File: src/hw/cpu_emu_pkg.sv
// Shared constants for the CPU-emulation command interpreter
package cpu_emu_pkg;
  // Bus cycle timing
  localparam int CLK_PERIOD_NS = 20;
  localparam int STROBE_NS = 60;
  localparam int STROBE_CYC = (STROBE_NS + CLK_PERIOD_NS - 1) / CLK_PERIOD_NS;

  // Command word field positions
  localparam int ADDR_LSB = 0;
  localparam int ADDR_FIELD_W = 6;
  localparam int MOD_LSB = 6;
  localparam int PROC_LSB = 8;
  localparam int REP_LSB = 12;

  // Field encodings
  localparam logic [2:0] PROC_WRITE = 3'h1;
  localparam logic [2:0] PROC_READ = 3'h2;
  localparam logic [1:0] MOD_INC = 2'h2;
  localparam logic [1:0] MOD_DEC = 2'h3;

  // APB register byte offsets
  localparam logic [7:0] OFS_CTRL = 8'h00;
  localparam logic [7:0] OFS_STATUS = 8'h04;
  localparam logic [7:0] OFS_INT_STAT = 8'h08;
  localparam logic [7:0] OFS_INT_EN = 8'h0C;
  localparam logic [7:0] OFS_INT_CLR = 8'h10;
  localparam logic [7:0] OFS_RDATA = 8'h14;

  // Control bits and reset value
  localparam int CTRL_WIDE_BIT = 0;
  localparam int CTRL_EN_BIT = 1;
  localparam logic [1:0] CTRL_RST = 2'h2;

  // Status bits
  localparam int STS_BUSY_BIT = 0;
  localparam int STS_DONE_BIT = 1;
  localparam int STS_CNT_LSB = 8;

  // Interrupt event bits
  localparam int EV_DONE_BIT = 0;
  localparam int EV_UNSUP_BIT = 1;
endpackage : cpu_emu_pkg

File: src/hw/cpu_bus_cycle.sv
// One read or write cycle on the emulated CPU bus
`timescale 1ns/10ps
module cpu_bus_cycle import cpu_emu_pkg::*; #(
  parameter int ADDR_W = 6
) (
  // Clock and reset
  input wire logic pclk,
  input wire logic presetn,
  // Request from the interpreter
  input wire logic start,
  input wire logic we,
  input wire logic [ADDR_W-1:0] addr,
  input wire logic [15:0] wdata,
  output logic done,
  output logic [15:0] rdata,
  // Emulated CPU bus pins
  output logic [ADDR_W-1:0] cpu_addr,
  output logic cpu_cs_n,
  output logic cpu_rd_n,
  output logic cpu_wr_n,
  output logic [15:0] cpu_data_o,
  output logic cpu_data_oe,
  input wire logic [15:0] cpu_data_i
);
  typedef enum logic [2:0] {
    PH_IDLE = 3'h1,
    PH_STROBE = 3'h2,
    PH_HOLD = 3'h4
  } phase_t;

  typedef struct packed {
    phase_t ph;
    logic [7:0] cnt;
    logic [15:0] sync1;
    logic [15:0] sync2;
    logic we;
    logic done;
    logic [15:0] rdata;
    logic [ADDR_W-1:0] addr;
    logic cs_n;
    logic rd_n;
    logic wr_n;
    logic [15:0] dout;
    logic oe;
  } st_t;

  st_t r, n;

  always_comb begin
    n = r;
    n.sync1 = cpu_data_i;
    n.sync2 = r.sync1;
    n.done = 1'b0;
    unique case (r.ph)
      PH_IDLE: begin
        if (start) begin
          n.ph = PH_STROBE;
          n.cnt = 8'(STROBE_CYC);
          n.we = we;
          n.addr = addr;
          n.dout = wdata;
          n.oe = we;
          n.cs_n = 1'b0;
          n.rd_n = we;
          n.wr_n = ~we;
        end
      end
      PH_STROBE: begin
        n.cnt = r.cnt - 8'h01;
        if (r.cnt == 8'h01) begin
          // Data pins pass two flops, so sample as the strobe ends
          n.rdata = r.sync2;
          n.rd_n = 1'b1;
          n.wr_n = 1'b1;
          n.ph = PH_HOLD;
        end
      end
      PH_HOLD: begin
        // One idle cycle keeps address and data stable past the strobe
        n.cs_n = 1'b1;
        n.oe = 1'b0;
        n.done = 1'b1;
        n.ph = PH_IDLE;
      end
      default: n.ph = PH_IDLE;
    endcase
  end

  always_ff @(posedge pclk or negedge presetn) begin
    if (!presetn) begin
      r <= '{ph: PH_IDLE, cs_n: 1'b1, rd_n: 1'b1, wr_n: 1'b1, default: '0};
    end else begin
      r <= n;
    end
  end

  assign done = r.done;
  assign rdata = r.rdata;
  assign cpu_addr = r.addr;
  assign cpu_cs_n = r.cs_n;
  assign cpu_rd_n = r.rd_n;
  assign cpu_wr_n = r.wr_n;
  assign cpu_data_o = r.dout;
  assign cpu_data_oe = r.oe;
endmodule : cpu_bus_cycle

File: src/hw/cpu_emu_interp.sv
// Command interpreter driving emulated 8/16-bit CPU bus cycles
//
// Notes on behaviour
// Start address driven; 16-bit mode clears bit0
// Modification 0X keeps the same address
// Modification 10 increments by one or two
// Modification 11 decrements by one or two
// Code 001 writes, code 010 reads
// Repetition zero runs the operation once
// Repetition N runs the operation N+1 times
// Write data words follow command, one per cycle
// Each group starts with its command word
// Stacked groups executed one after another
// Reception-complete bit set after all commands
// Host keeps batches within 256 bytes
// Host should split long batches into smaller ones
// Unknown codes consume command, no bus cycle
`timescale 1ns/10ps
module cpu_emu_interp import cpu_emu_pkg::*; #(
  parameter int ADDR_W = ADDR_FIELD_W
) (
  // Clock and reset
  input wire logic pclk,
  input wire logic presetn,
  // APB slave
  input wire logic psel,
  input wire logic penable,
  input wire logic pwrite,
  input wire logic [7:0] paddr,
  input wire logic [31:0] pwdata,
  output logic [31:0] prdata,
  output logic pready,
  output logic pslverr,
  // Received word stream from the link
  input wire logic word_valid,
  input wire logic [15:0] word_data,
  output logic word_ready,
  input wire logic batch_end,
  // Read results and cyclic status
  output logic rd_valid,
  output logic [15:0] rd_data,
  output logic recv_done,
  output logic irq,
  // Emulated CPU bus
  output logic [ADDR_W-1:0] cpu_addr,
  output logic cpu_cs_n,
  output logic cpu_rd_n,
  output logic cpu_wr_n,
  output logic [15:0] cpu_data_o,
  output logic cpu_data_oe,
  input wire logic [15:0] cpu_data_i
);
  typedef enum logic [3:0] {
    S_IDLE = 4'h1,
    S_WDATA = 4'h2,
    S_GO = 4'h4,
    S_BUSY = 4'h8
  } state_t;

  typedef struct packed {
    state_t state;
    logic [ADDR_W-1:0] addr;
    logic [1:0] amod;
    logic we;
    logic [3:0] remain;
    logic [15:0] wdata;
    logic go;
    logic word_ready;
    logic rd_valid;
    logic [15:0] rd_data;
    logic pend;
    logic done;
    logic [1:0] ctrl;
    logic [1:0] int_stat;
    logic [1:0] int_en;
    logic [7:0] unsup_cnt;
    logic [31:0] prdata;
    logic pready;
    logic pslverr;
    logic irq;
  } st_t;

  st_t r, n;
  logic cyc_done;
  logic [15:0] cyc_rdata;

  // Forces bit0 low when the emulated CPU is 16 bits wide
  function automatic logic [ADDR_W-1:0] align(input logic [ADDR_W-1:0] a,
                                               input logic wide);
    align = wide ? {a[ADDR_W-1:1], 1'b0} : a;
  endfunction : align

  function automatic logic [ADDR_W-1:0] step(input logic [ADDR_W-1:0] a,
                                              input logic [1:0] m,
                                              input logic wide);
    logic [ADDR_W-1:0] s;
    s = wide ? ADDR_W'(2) : ADDR_W'(1);
    unique case (m)
      MOD_INC: begin
        // increment step
        step = a + s;
      end
      MOD_DEC: begin
        // decrement step
        step = a - s;
      end
      default: begin
        // fixed address
        step = a;
      end
    endcase
  endfunction : step

  // One-hot register selects, shared by the read and the write path
  typedef struct packed {
    logic ctrl;
    logic status;
    logic int_stat;
    logic int_en;
    logic int_clr;
    logic rdata;
  } reg_sel_t;

  function automatic reg_sel_t decode_reg(input logic [7:0] a);
    // Any other offset leaves every select low
    decode_reg = '0;
    unique case (a)
      OFS_CTRL: decode_reg.ctrl = 1'b1;
      OFS_STATUS: decode_reg.status = 1'b1;
      OFS_INT_STAT: decode_reg.int_stat = 1'b1;
      OFS_INT_EN: decode_reg.int_en = 1'b1;
      OFS_INT_CLR: decode_reg.int_clr = 1'b1;
      OFS_RDATA: decode_reg.rdata = 1'b1;
      default: ;
    endcase
  endfunction : decode_reg

  // Fields of a command word
  typedef struct packed {
    logic [ADDR_W-1:0] addr;
    logic [1:0] amod;
    logic [2:0] proc;
    logic [3:0] rep;
  } cmd_t;

  function automatic cmd_t decode_cmd(input logic [15:0] w);
    // Bit 11 is not decoded
    decode_cmd.addr = w[ADDR_LSB +: ADDR_W];
    decode_cmd.amod = w[MOD_LSB +: 2];
    decode_cmd.proc = w[PROC_LSB +: 3];
    decode_cmd.rep = w[REP_LSB +: 4];
  endfunction : decode_cmd

  // Clear register has no read term here, so it reads as zero
  function automatic logic [31:0] read_word(input reg_sel_t s,
                                            input st_t q);
    read_word = 32'h0000_0000;
    if (s.ctrl) begin
      read_word[1:0] = q.ctrl;
    end
    if (s.status) begin
      // Busy also covers the gap between a command and its bus cycle
      read_word[STS_BUSY_BIT] = (q.state != S_IDLE);
      read_word[STS_DONE_BIT] = q.done;
      read_word[STS_CNT_LSB +: 8] = q.unsup_cnt;
    end
    if (s.int_stat) begin
      read_word[1:0] = q.int_stat;
    end
    if (s.int_en) begin
      read_word[1:0] = q.int_en;
    end
    if (s.rdata) begin
      read_word[15:0] = q.rd_data;
    end
  endfunction : read_word

  // Words are accepted only where they are used at once, so no buffer
  function automatic logic can_take(input state_t s, input logic en);
    can_take = en && (s == S_IDLE || s == S_WDATA);
  endfunction : can_take

  cpu_bus_cycle #(
    .ADDR_W(ADDR_W)
  ) u_cycle (
    .pclk(pclk),
    .presetn(presetn),
    .start(r.go),
    .we(r.we),
    .addr(r.addr),
    .wdata(r.wdata),
    .done(cyc_done),
    .rdata(cyc_rdata),
    .cpu_addr(cpu_addr),
    .cpu_cs_n(cpu_cs_n),
    .cpu_rd_n(cpu_rd_n),
    .cpu_wr_n(cpu_wr_n),
    .cpu_data_o(cpu_data_o),
    .cpu_data_oe(cpu_data_oe),
    .cpu_data_i(cpu_data_i)
  );

  always_comb begin
    logic wide;
    logic take;
    logic [2:0] proc;
    logic [1:0] ev;
    logic setup;
    logic wr;
    reg_sel_t sel;
    cmd_t cmd;
    wide = 1'b0;
    take = 1'b0;
    proc = 3'h0;
    ev = 2'h0;
    setup = 1'b0;
    wr = 1'b0;
    sel = '0;
    cmd = '0;
    n = r;
    wide = r.ctrl[CTRL_WIDE_BIT];
    take = word_valid && r.word_ready;
    // Decoded every cycle; only used when a command word is taken
    cmd = decode_cmd(word_data);
    proc = cmd.proc;
    n.go = 1'b0;
    n.rd_valid = 1'b0;

    // Batch end may arrive while words are still pending
    if (batch_end) begin
      n.pend = 1'b1;
    end

    unique case (r.state)
      S_IDLE: begin
        // first word of a group is a command
        if (take) begin
          n.done = 1'b0;
          // start address
          n.addr = align(cmd.addr, wide);
          n.amod = cmd.amod;
          // zero repeats once
          // count plus one
          n.remain = cmd.rep;
          // write or read
          if (proc == PROC_WRITE) begin
            n.we = 1'b1;
            n.state = S_WDATA;
          end else if (proc == PROC_READ) begin
            n.we = 1'b0;
            n.state = S_GO;
          end else begin
            // drop unknown command
            ev[EV_UNSUP_BIT] = 1'b1;
            n.unsup_cnt = r.unsup_cnt + 8'h01;
          end
        end else if (r.pend && !word_valid && !batch_end) begin
          // all received commands handled
          n.pend = 1'b0;
          n.done = 1'b1;
          ev[EV_DONE_BIT] = 1'b1;
        end
      end
      S_WDATA: begin
        // one data word per write
        if (take) begin
          n.wdata = word_data;
          n.state = S_GO;
        end
      end
      S_GO: begin
        n.go = 1'b1;
        n.state = S_BUSY;
      end
      S_BUSY: begin
        if (cyc_done) begin
          if (!r.we) begin
            n.rd_valid = 1'b1;
            n.rd_data = cyc_rdata;
          end
          // next group follows
          if (r.remain == 4'h0) begin
            n.state = S_IDLE;
          end else begin
            // modify between operations
            n.remain = r.remain - 4'h1;
            n.addr = align(step(r.addr, r.amod, wide), wide);
            n.state = r.we ? S_WDATA : S_GO;
          end
        end
      end
      default: n.state = S_IDLE;
    endcase

    // Stream is stalled while a cycle runs or the block is disabled
    n.word_ready = can_take(n.state, r.ctrl[CTRL_EN_BIT]);

    // APB: decode and read data are prepared in the setup cycle
    sel = decode_reg(paddr);
    setup = psel && !penable;
    wr = psel && penable && pwrite;
    // Zero wait states: every access completes in its first access cycle
    n.pready = 1'b1;
    if (setup) begin
      n.prdata = read_word(sel, r);
      // Unmapped offsets answer with an error and read as zero
      n.pslverr = (sel == '0);
    end

    n.int_stat = r.int_stat;
    // Writes to read-only offsets are dropped quietly
    if (wr && !r.pslverr) begin
      if (sel.ctrl) begin
        n.ctrl = pwdata[1:0];
      end
      if (sel.int_en) begin
        n.int_en = pwdata[1:0];
      end
      if (sel.int_clr) begin
        n.int_stat = r.int_stat & ~pwdata[1:0];
      end
    end
    // A new event wins over a clear in the same cycle
    n.int_stat = n.int_stat | ev;
    n.irq = |(n.int_stat & n.int_en);
  end

  always_ff @(posedge pclk or negedge presetn) begin
    if (!presetn) begin
      r <= '{state: S_IDLE, ctrl: CTRL_RST, default: '0};
    end else begin
      r <= n;
    end
  end

  assign prdata = r.prdata;
  assign pready = r.pready;
  assign pslverr = r.pslverr;
  assign word_ready = r.word_ready;
  assign rd_valid = r.rd_valid;
  assign rd_data = r.rd_data;
  assign recv_done = r.done;
  assign irq = r.irq;
endmodule : cpu_emu_interp

File: config.mk
export PLATFORM = sky130hd
export DESIGN_NAME = cpu_emu_interp
export DESIGN_NICKNAME = d
export VERILOG_FILES = /design/src/hw/cpu_emu_pkg.sv /design/src/hw/cpu_bus_cycle.sv /design/src/hw/cpu_emu_interp.sv
export SDC_FILE = /design/constraint.sdc
export NUM_CORES = 1
export LEC_CHECK = 0
export BUFFER_PORTS_ARGS = -buffer_cell sky130_fd_sc_hd__buf_2
export CAP_MARGIN = 20
export CORE_MARGIN = 3
export CORE_UTILIZATION = 55
export CTS_CLUSTER_DIAMETER = 150
export DETAILED_ROUTE_END_ITERATION = 12
export PLACE_DENSITY_LB_ADDON = 0.15
export SYNTH_ARGS = -nofsm -noshare
export SYNTH_HDL_FRONTEND = slang
export SYNTH_SLANG_ARGS = --single-unit
File: constraint.sdc
create_clock -name pclk -period 2.6 [get_ports pclk]
set_input_delay 0.52 -clock pclk [delete_from_list [all_inputs] [get_ports pclk]]
set_output_delay 0.52 -clock pclk [all_outputs]
set_load 0.005 [all_outputs]
==> results of run 1 <==
==> final cells by class <==
class	count	area [µm²]	area share (%)
Clock inverter	15	174	2.07
Tap cell	176	220	2.62
Multi-Input combinational cell	392	2500	29.7
Clock buffer	17	425	5.05
Timing Repair Buffer	122	667	7.92
Sequential cell	173	4340	51.5
Inverter	26	98.8	1.17
==> report_power, final <==
| group | switching, W | internal [W] | total [W] |
|---|---|---|---|
| combinational | 0.000163 | 0.0000998 | 0.000262 |
| clock | 0.00111 | 0.00145 | 0.00256 |
| sequential | 0.0000467 | 0.00276 | 0.00280 |
==> layer usage <==
metal | track usage [%] | part of all wire (%)
met5 | 0 | 0
met4 | 7.49 | 1.3
met3 | 4.93 | 5.0
met2 | 33.9 | 51
met1 | 26.7 | 43
==> flip-flops by register name, indices dropped and copies added, names as in the netlist <==
| register | flops |
|---|---|
| r | 49 |
| u_cycle.r | 27 |
| prdata | 16 |
| rd_data | 16 |
| u_cycle.cpu_data_o | 16 |
| u_cycle.n | 16 |
| u_cycle.rdata | 16 |
| u_cycle.cpu_addr | 6 |
| irq | 1 |
| pready | 1 |
| pslverr | 1 |
| rd_valid | 1 |
| recv_done | 1 |
| u_cycle.cpu_cs_n | 1 |
| u_cycle.cpu_data_oe | 1 |
| u_cycle.cpu_rd_n | 1 |
| u_cycle.cpu_wr_n | 1 |
| u_cycle.done | 1 |
| word_ready | 1 |
==> stage by stage <==
step | utilization [%] | total power (W) | hold WS [ps]
floorplan | - | 0.00299 | 224
global placement | 58.8 | 0.00310 | 332
global route | 63.3 | 0.00585 | 92.0
detailed placement | 58.8 | 0.00312 | 335
CTS | 63.3 | 0.00569 | 80.5
finish | 63.3 | 0.00563 | 62.5
==> worst max-delay path, stage by stage, from the launching register on <==
cell      delay (ps)
dfrtp_1          450
or4_4            560
nor4b_4          270
nand2_2          120
clkinv_2         290
mux2_2           380
==> worst paths after layout <==
kind | from | endpoint | cells past startpoint
max reg2reg | u_cycle.r[78] | u_cycle.rdata[5] | 5
min reg2reg | u_cycle.n[52] | u_cycle.r[52] | 0
min in group pclk | cpu_data_i[11] | u_cycle.n[55] | 1
min | presetn | u_cycle.cpu_data_o[15] | 1
max | u_cycle.r[78] | u_cycle.rdata[5] | 5
max in group asynchronous | presetn | r[99] | 2
==> layout by cell type, fill, tap and decap left out, types with 9 or more instances in the layout <==
cell type	count
inv_1	24
a21oi_1	18
mux2_4	9
clkbuf_16	17
nor2_1	19
dfrtp_1	167
conb_1	17
buf_2	111
nand2_1	141
nand3_1	11
mux2_2	26
o21ai_0	18
==> cell families (layout without fill, tap and decap cells) <==
kind of cell             after synthesis  in the layout  share of synthesized area, %
multiplexers                          37             37                          5.97
XOR/XNOR                              10             10                          1.17
flip-flops                           173            173                          57.8
adder cells (fa/ha/maj)                9              9                          1.60
buffers and inverters                118            180                          9.90
AO/OA/AOI/OAI                         90             90                          8.44
AND/OR/NAND/NOR                      229            229                          15.1
other                                  2             17                         0.100
==> flow_metrics.env, run 1 <==
export IMPL_status="complete, no violations"
export IMPL_synth_top_cells_by_count="dfrtp_1 (167), nand2_1 (141), buf_4 (70)"
export IMPL_die_w_um=123
export IMPL_ant_nets=0
export IMPL_startpoint_type="flop"
export IMPL_drive_gt1_share_pct=28.3
export IMPL_gp_congestion=0.917
export IMPL_clock_fmax_mhz=456
export IMPL_io_buffers=112
export IMPL_finalHoldViolCount=0
export IMPL_postCtsHoldBufs=0
export IMPL_grt_pass1_vias=4802
export IMPL_syn_area_per_cell_um2=11.2
export IMPL_cp_max_fo=17
export IMPL_grt_ovfl_total=0
export IMPL_p_per_area_nw_per_um2=669
export IMPL_core_um2=13300
export IMPL_synth_area_um2=7510
export IMPL_track_usage_pct=20.6
export IMPL_ys_seq_area_share_pct=57.8
export IMPL_finalSetupViolCount=0
export IMPL_cap_violations=0
export IMPL_drt_first_pass_iters=5
export IMPL_placedCellCount=889
export IMPL_clk_latency_ps=430
export IMPL_cts_root_buf="clkbuf_16"
export IMPL_yosysTopAreaCell="dfrtp_1"
export IMPL_ys_types=68
export IMPL_ir_drop_mv=0.393
export IMPL_skew_ps=7.35
export IMPL_nets=820
export IMPL_setup_tns_ps=0
export IMPL_holdCritPathClass="primary input to async pin"
export IMPL_wirelength_mm=14.6
export IMPL_critPathCaptureType="flop"
export IMPL_cts_tree="built"
export IMPL_htreeDepth=4
export IMPL_cts_buffers=17
export IMPL_synthArstFlopShare_pct=100
export IMPL_period_minus_slack_ps=2190
export IMPL_cts_resized_gates=0
export IMPL_synth_edf_count=0
export IMPL_fin_crit_sh_pct=84.4
export IMPL_yosys_register_bits=173
export IMPL_die_area_um2=15100
export IMPL_crit_type="flop to flop"
export IMPL_pin_count=159
export IMPL_cts_sinks=173
export IMPL_dp_hpwl_mm=10.4
export IMPL_postCtsSetupBuffers=0
export IMPL_die_h_um=123
export IMPL_clock_path_buffers=2
export IMPL_ys_flop_type="dfrtp_1"
export IMPL_layout_setup_ws_ps=406
export IMPL_fp_row_count=42
export IMPL_synth_most_common_cell="dfrtp_1"
export IMPL_grt_pass1_wl_mm=24.1
export IMPL_place_ws_ps=197
export IMPL_drtIter0Drc=316
export IMPL_cp_arrival_ps=2510
export IMPL_stdcell_count=921
export IMPL_dpl_instance_area_um2=7820
export IMPL_cellLeakagePower_nw=4.44
export IMPL_relSlewSlack_pct=46.9
export IMPL_tightest_slew_ps=796
export IMPL_synth_warnings=0
export IMPL_viasPerCell=5.31
export IMPL_route_detailed_wl_per_inst_um=15.9
export IMPL_n_antenna_cell=0
export IMPL_rsz0062_at_grt="false"
export IMPL_slew_violations=0
export IMPL_grt_start_max_net_pins=62
export IMPL_drc_errors=0
export IMPL_fill_cells=1038
export IMPL_critical_path_required_ps=2910
export IMPL_syn_inst=668
export IMPL_stdcell_area_um2=8420
export IMPL_clk_pin_slew_ps=70
export IMPL_vias=4891
export IMPL_antenna_found_initial=0
export IMPL_synth_top_cells_by_area="dfrtp_1 (56%), nand2_1 (7.1%), buf_4 (7.0%)"
export IMPL_r2r_slack_ps=410
export IMPL_initial_utilization_pct=56.5
export IMPL_area_growth_pct=12.2
export IMPL_yosys_area_top_type_share_pct=55.7
Power figures use the tool's default switching activity.
==> run 2, diff against run 1 <==
- CORE_UTILIZATION: 55 -> 49
- clock period: 2.6 -> 2 ns (I/O delays scaled with it)
==> flow_metrics.env, run 2 (synthesis gave the netlist of run 1 again) <==
export IMPL_status="finished with violations"
export IMPL_violations="negative setup slack"
export IMPL_crit_start="u_cycle.r[79]"
export IMPL_clk_pin_slew_ps=70
export IMPL_wirelength_mm=15.4
export IMPL_fill_cells=1241
export IMPL_cts_buffers=17
export IMPL_stdcell_count=960
export IMPL_track_usage_pct=19.1
export IMPL_cp_num_cells=6
export IMPL_dp_hpwl_mm=10.9
export IMPL_critical_path_required_ps=2310
export IMPL_die_area_um2=16800
export IMPL_startpoint_type="flop"
export IMPL_viasPerCell=5.24
export IMPL_path_delay_family="simple AND/OR/NAND/NOR gates"
export IMPL_cellLeakagePower_nw=4.59
export IMPL_placedCellCount=922
export IMPL_die_w_um=130
export IMPL_finalSetupViolCount=11
export IMPL_path_cells="or4_4, nor4b_4, nand2_2, clkinv_4, buf_12, mux2_4"
export IMPL_ir_drop_mv=0.537
export IMPL_grt_pass1_wl_mm=25.1
export IMPL_final_common_cell="dfrtp_1"
export IMPL_cp_max_fo=7
export IMPL_ff2ff_path_depth=6
export IMPL_pin_count=159
export IMPL_worstReg2RegStart="u_cycle.r[79]"
export IMPL_total_power_w=0.00707
export IMPL_io_buffers=112
export IMPL_route_detailed_wl_per_inst_um=16.1
export IMPL_drc_errors=0
export IMPL_critPathCaptureType="flop"
export IMPL_drt_first_pass_iters=4
export IMPL_slew_violations=0
export IMPL_fp_row_count=44
export IMPL_grt_pass1_vias=5069
export IMPL_fin_crit_sh_pct=101
export IMPL_rr_endpoint="u_cycle.rdata[12]"
export IMPL_cts_sinks=173
export IMPL_nets=853
export IMPL_crit_type="flop to flop"
export IMPL_antenna_found_initial=1
export IMPL_grt_start_max_net_pins=60
export IMPL_vias=5033
export IMPL_htreeDepth=4
export IMPL_p_per_area_nw_per_um2=807
export IMPL_holdCritPathClass="primary input to flop"
export IMPL_cts_root_buf="clkbuf_16"
export IMPL_initial_utilization_pct=50.9
export IMPL_setup_tns_ps=-225
export IMPL_clock_path_buffers=2
export IMPL_largest_reg_flops=49
export IMPL_gp_congestion=0.820
export IMPL_cts_tree="built"
export IMPL_finalHoldViolCount=0
export IMPL_cpPeakStageDelay_ps=560
export IMPL_cap_violations=0
export IMPL_core_um2=14800
export IMPL_whs_ps=73.6
export IMPL_skew_ps=7.99
export IMPL_period_minus_slack_ps=2030
export IMPL_grt_ovfl_total=0
export IMPL_path_buf_inv=2
export IMPL_area_growth_pct=16.8
export IMPL_clk_latency_ps=430
export IMPL_drtIter0Drc=291
export IMPL_cp_endpoint="u_cycle.rdata[12]"
export IMPL_cp_arrival_ps=2330
export IMPL_drive_gt1_share_pct=32.6
export IMPL_clock_fmax_mhz=494
export IMPL_regMostFlops="r"
export IMPL_r2r_slack_ps=-30
export IMPL_rsz0062_at_grt="true"
export IMPL_crit_slowest_cell="or4_4"
export IMPL_layout_setup_ws_ps=-25.1
export IMPL_ant_nets=0
export IMPL_final_cell_mix="dfrtp_1 (167), nand2_1 (139), buf_2 (111), buf_4 (36)"
export IMPL_n_antenna_cell=0
export IMPL_largestRegisters="r x49, u_cycle.r x27"
export IMPL_die_h_um=130
-- run 2: changes by cell type in the layout (fill, tap and decap cells not counted), moves of 2 or more --
cell	before	now
ha_1	8	3
inv_8	3	0
mux2_2	26	23
nand2_2	1	3
buf_4	8	36
mux2_4	9	12
clkinv_4	1	4
clkbuf_1	0	3
inv_6	5	1
ha_4	0	4
nand2_1	141	139
buf_12	2	5
-- run 2: worst min-delay path by stage --
stage / start / to / slack, ps / depth (start not counted)
4_1_cts: cpu_data_i[1] / u_cycle.n[45] / 60 / 1
3_3_place_gp: u_cycle.n[55] / u_cycle.r[55] / 330 / 0
5_1_grt: cpu_data_i[1] / u_cycle.n[45] / 60 / 1
3_5_place_dp: u_cycle.n[51] / u_cycle.r[51] / 330 / 0
2_1_floorplan: presetn / irq / 100 / 0
6_report: cpu_data_i[1] / u_cycle.n[45] / 70 / 1
-- run 2: worst reg2reg max path, stage by stage, from the launching register on --
cell and delay (ps):
dfrtp_1 380, or4_4 560, nor4b_4 310, nand2_2 120, clkinv_4 110, buf_12 140
mux2_4 300
-- run 2: final cells by class --
class                   count  area [µm²]  area share (%)
flip-flops and latches    173        4340            49.5
inverters                  26         109            1.24
well taps                 184         230            2.63
clock inverters            10        95.1            1.08
repair buffers            155         958            10.9
clock buffers              20         437            4.98
multi-input cells         392        2600            29.7
-- run 2: power breakdown --
part           switching [W]  leakage (nW)  internal, W  total, W
Sequential         0.0000630          2.27      0.00359   0.00365
Combinational       0.000226          2.06     0.000160  0.000386
Clock                0.00133         0.256      0.00170   0.00303
-- run 2: stage by stage --
step	util, %	setup WS [ps]	cell area (µm²)
finish	59.4	-25.1	8760
global route	59.4	-100	8760
CTS	58.6	3.92	8650
detailed placement	54.7	-144	8070
global placement	54.7	-133	8070
floorplan	-	-22.6	7580
-- run 2: timing repair --
item / in CTS / in global routing
gates resized for setup: 6 / 15
pin swaps: 2 / 13
hold buffers: 1 / 0
endpoints found under the setup margin: 17 / 20
setup buffers: 1 / 6
hold endpoints to repair: 41 / 0
-- run 2: layer usage --
layer / GRT usage (%) / part of all wire, % / vias to the layer above
met4: 7.52 / 2.3 / 2
met2: 30.5 / 47 / 140
met1: 25.4 / 45 / 2473
li1: - / - / 2388
met5: 0 / 0.084 / -
met3: 4.71 / 5.2 / 30
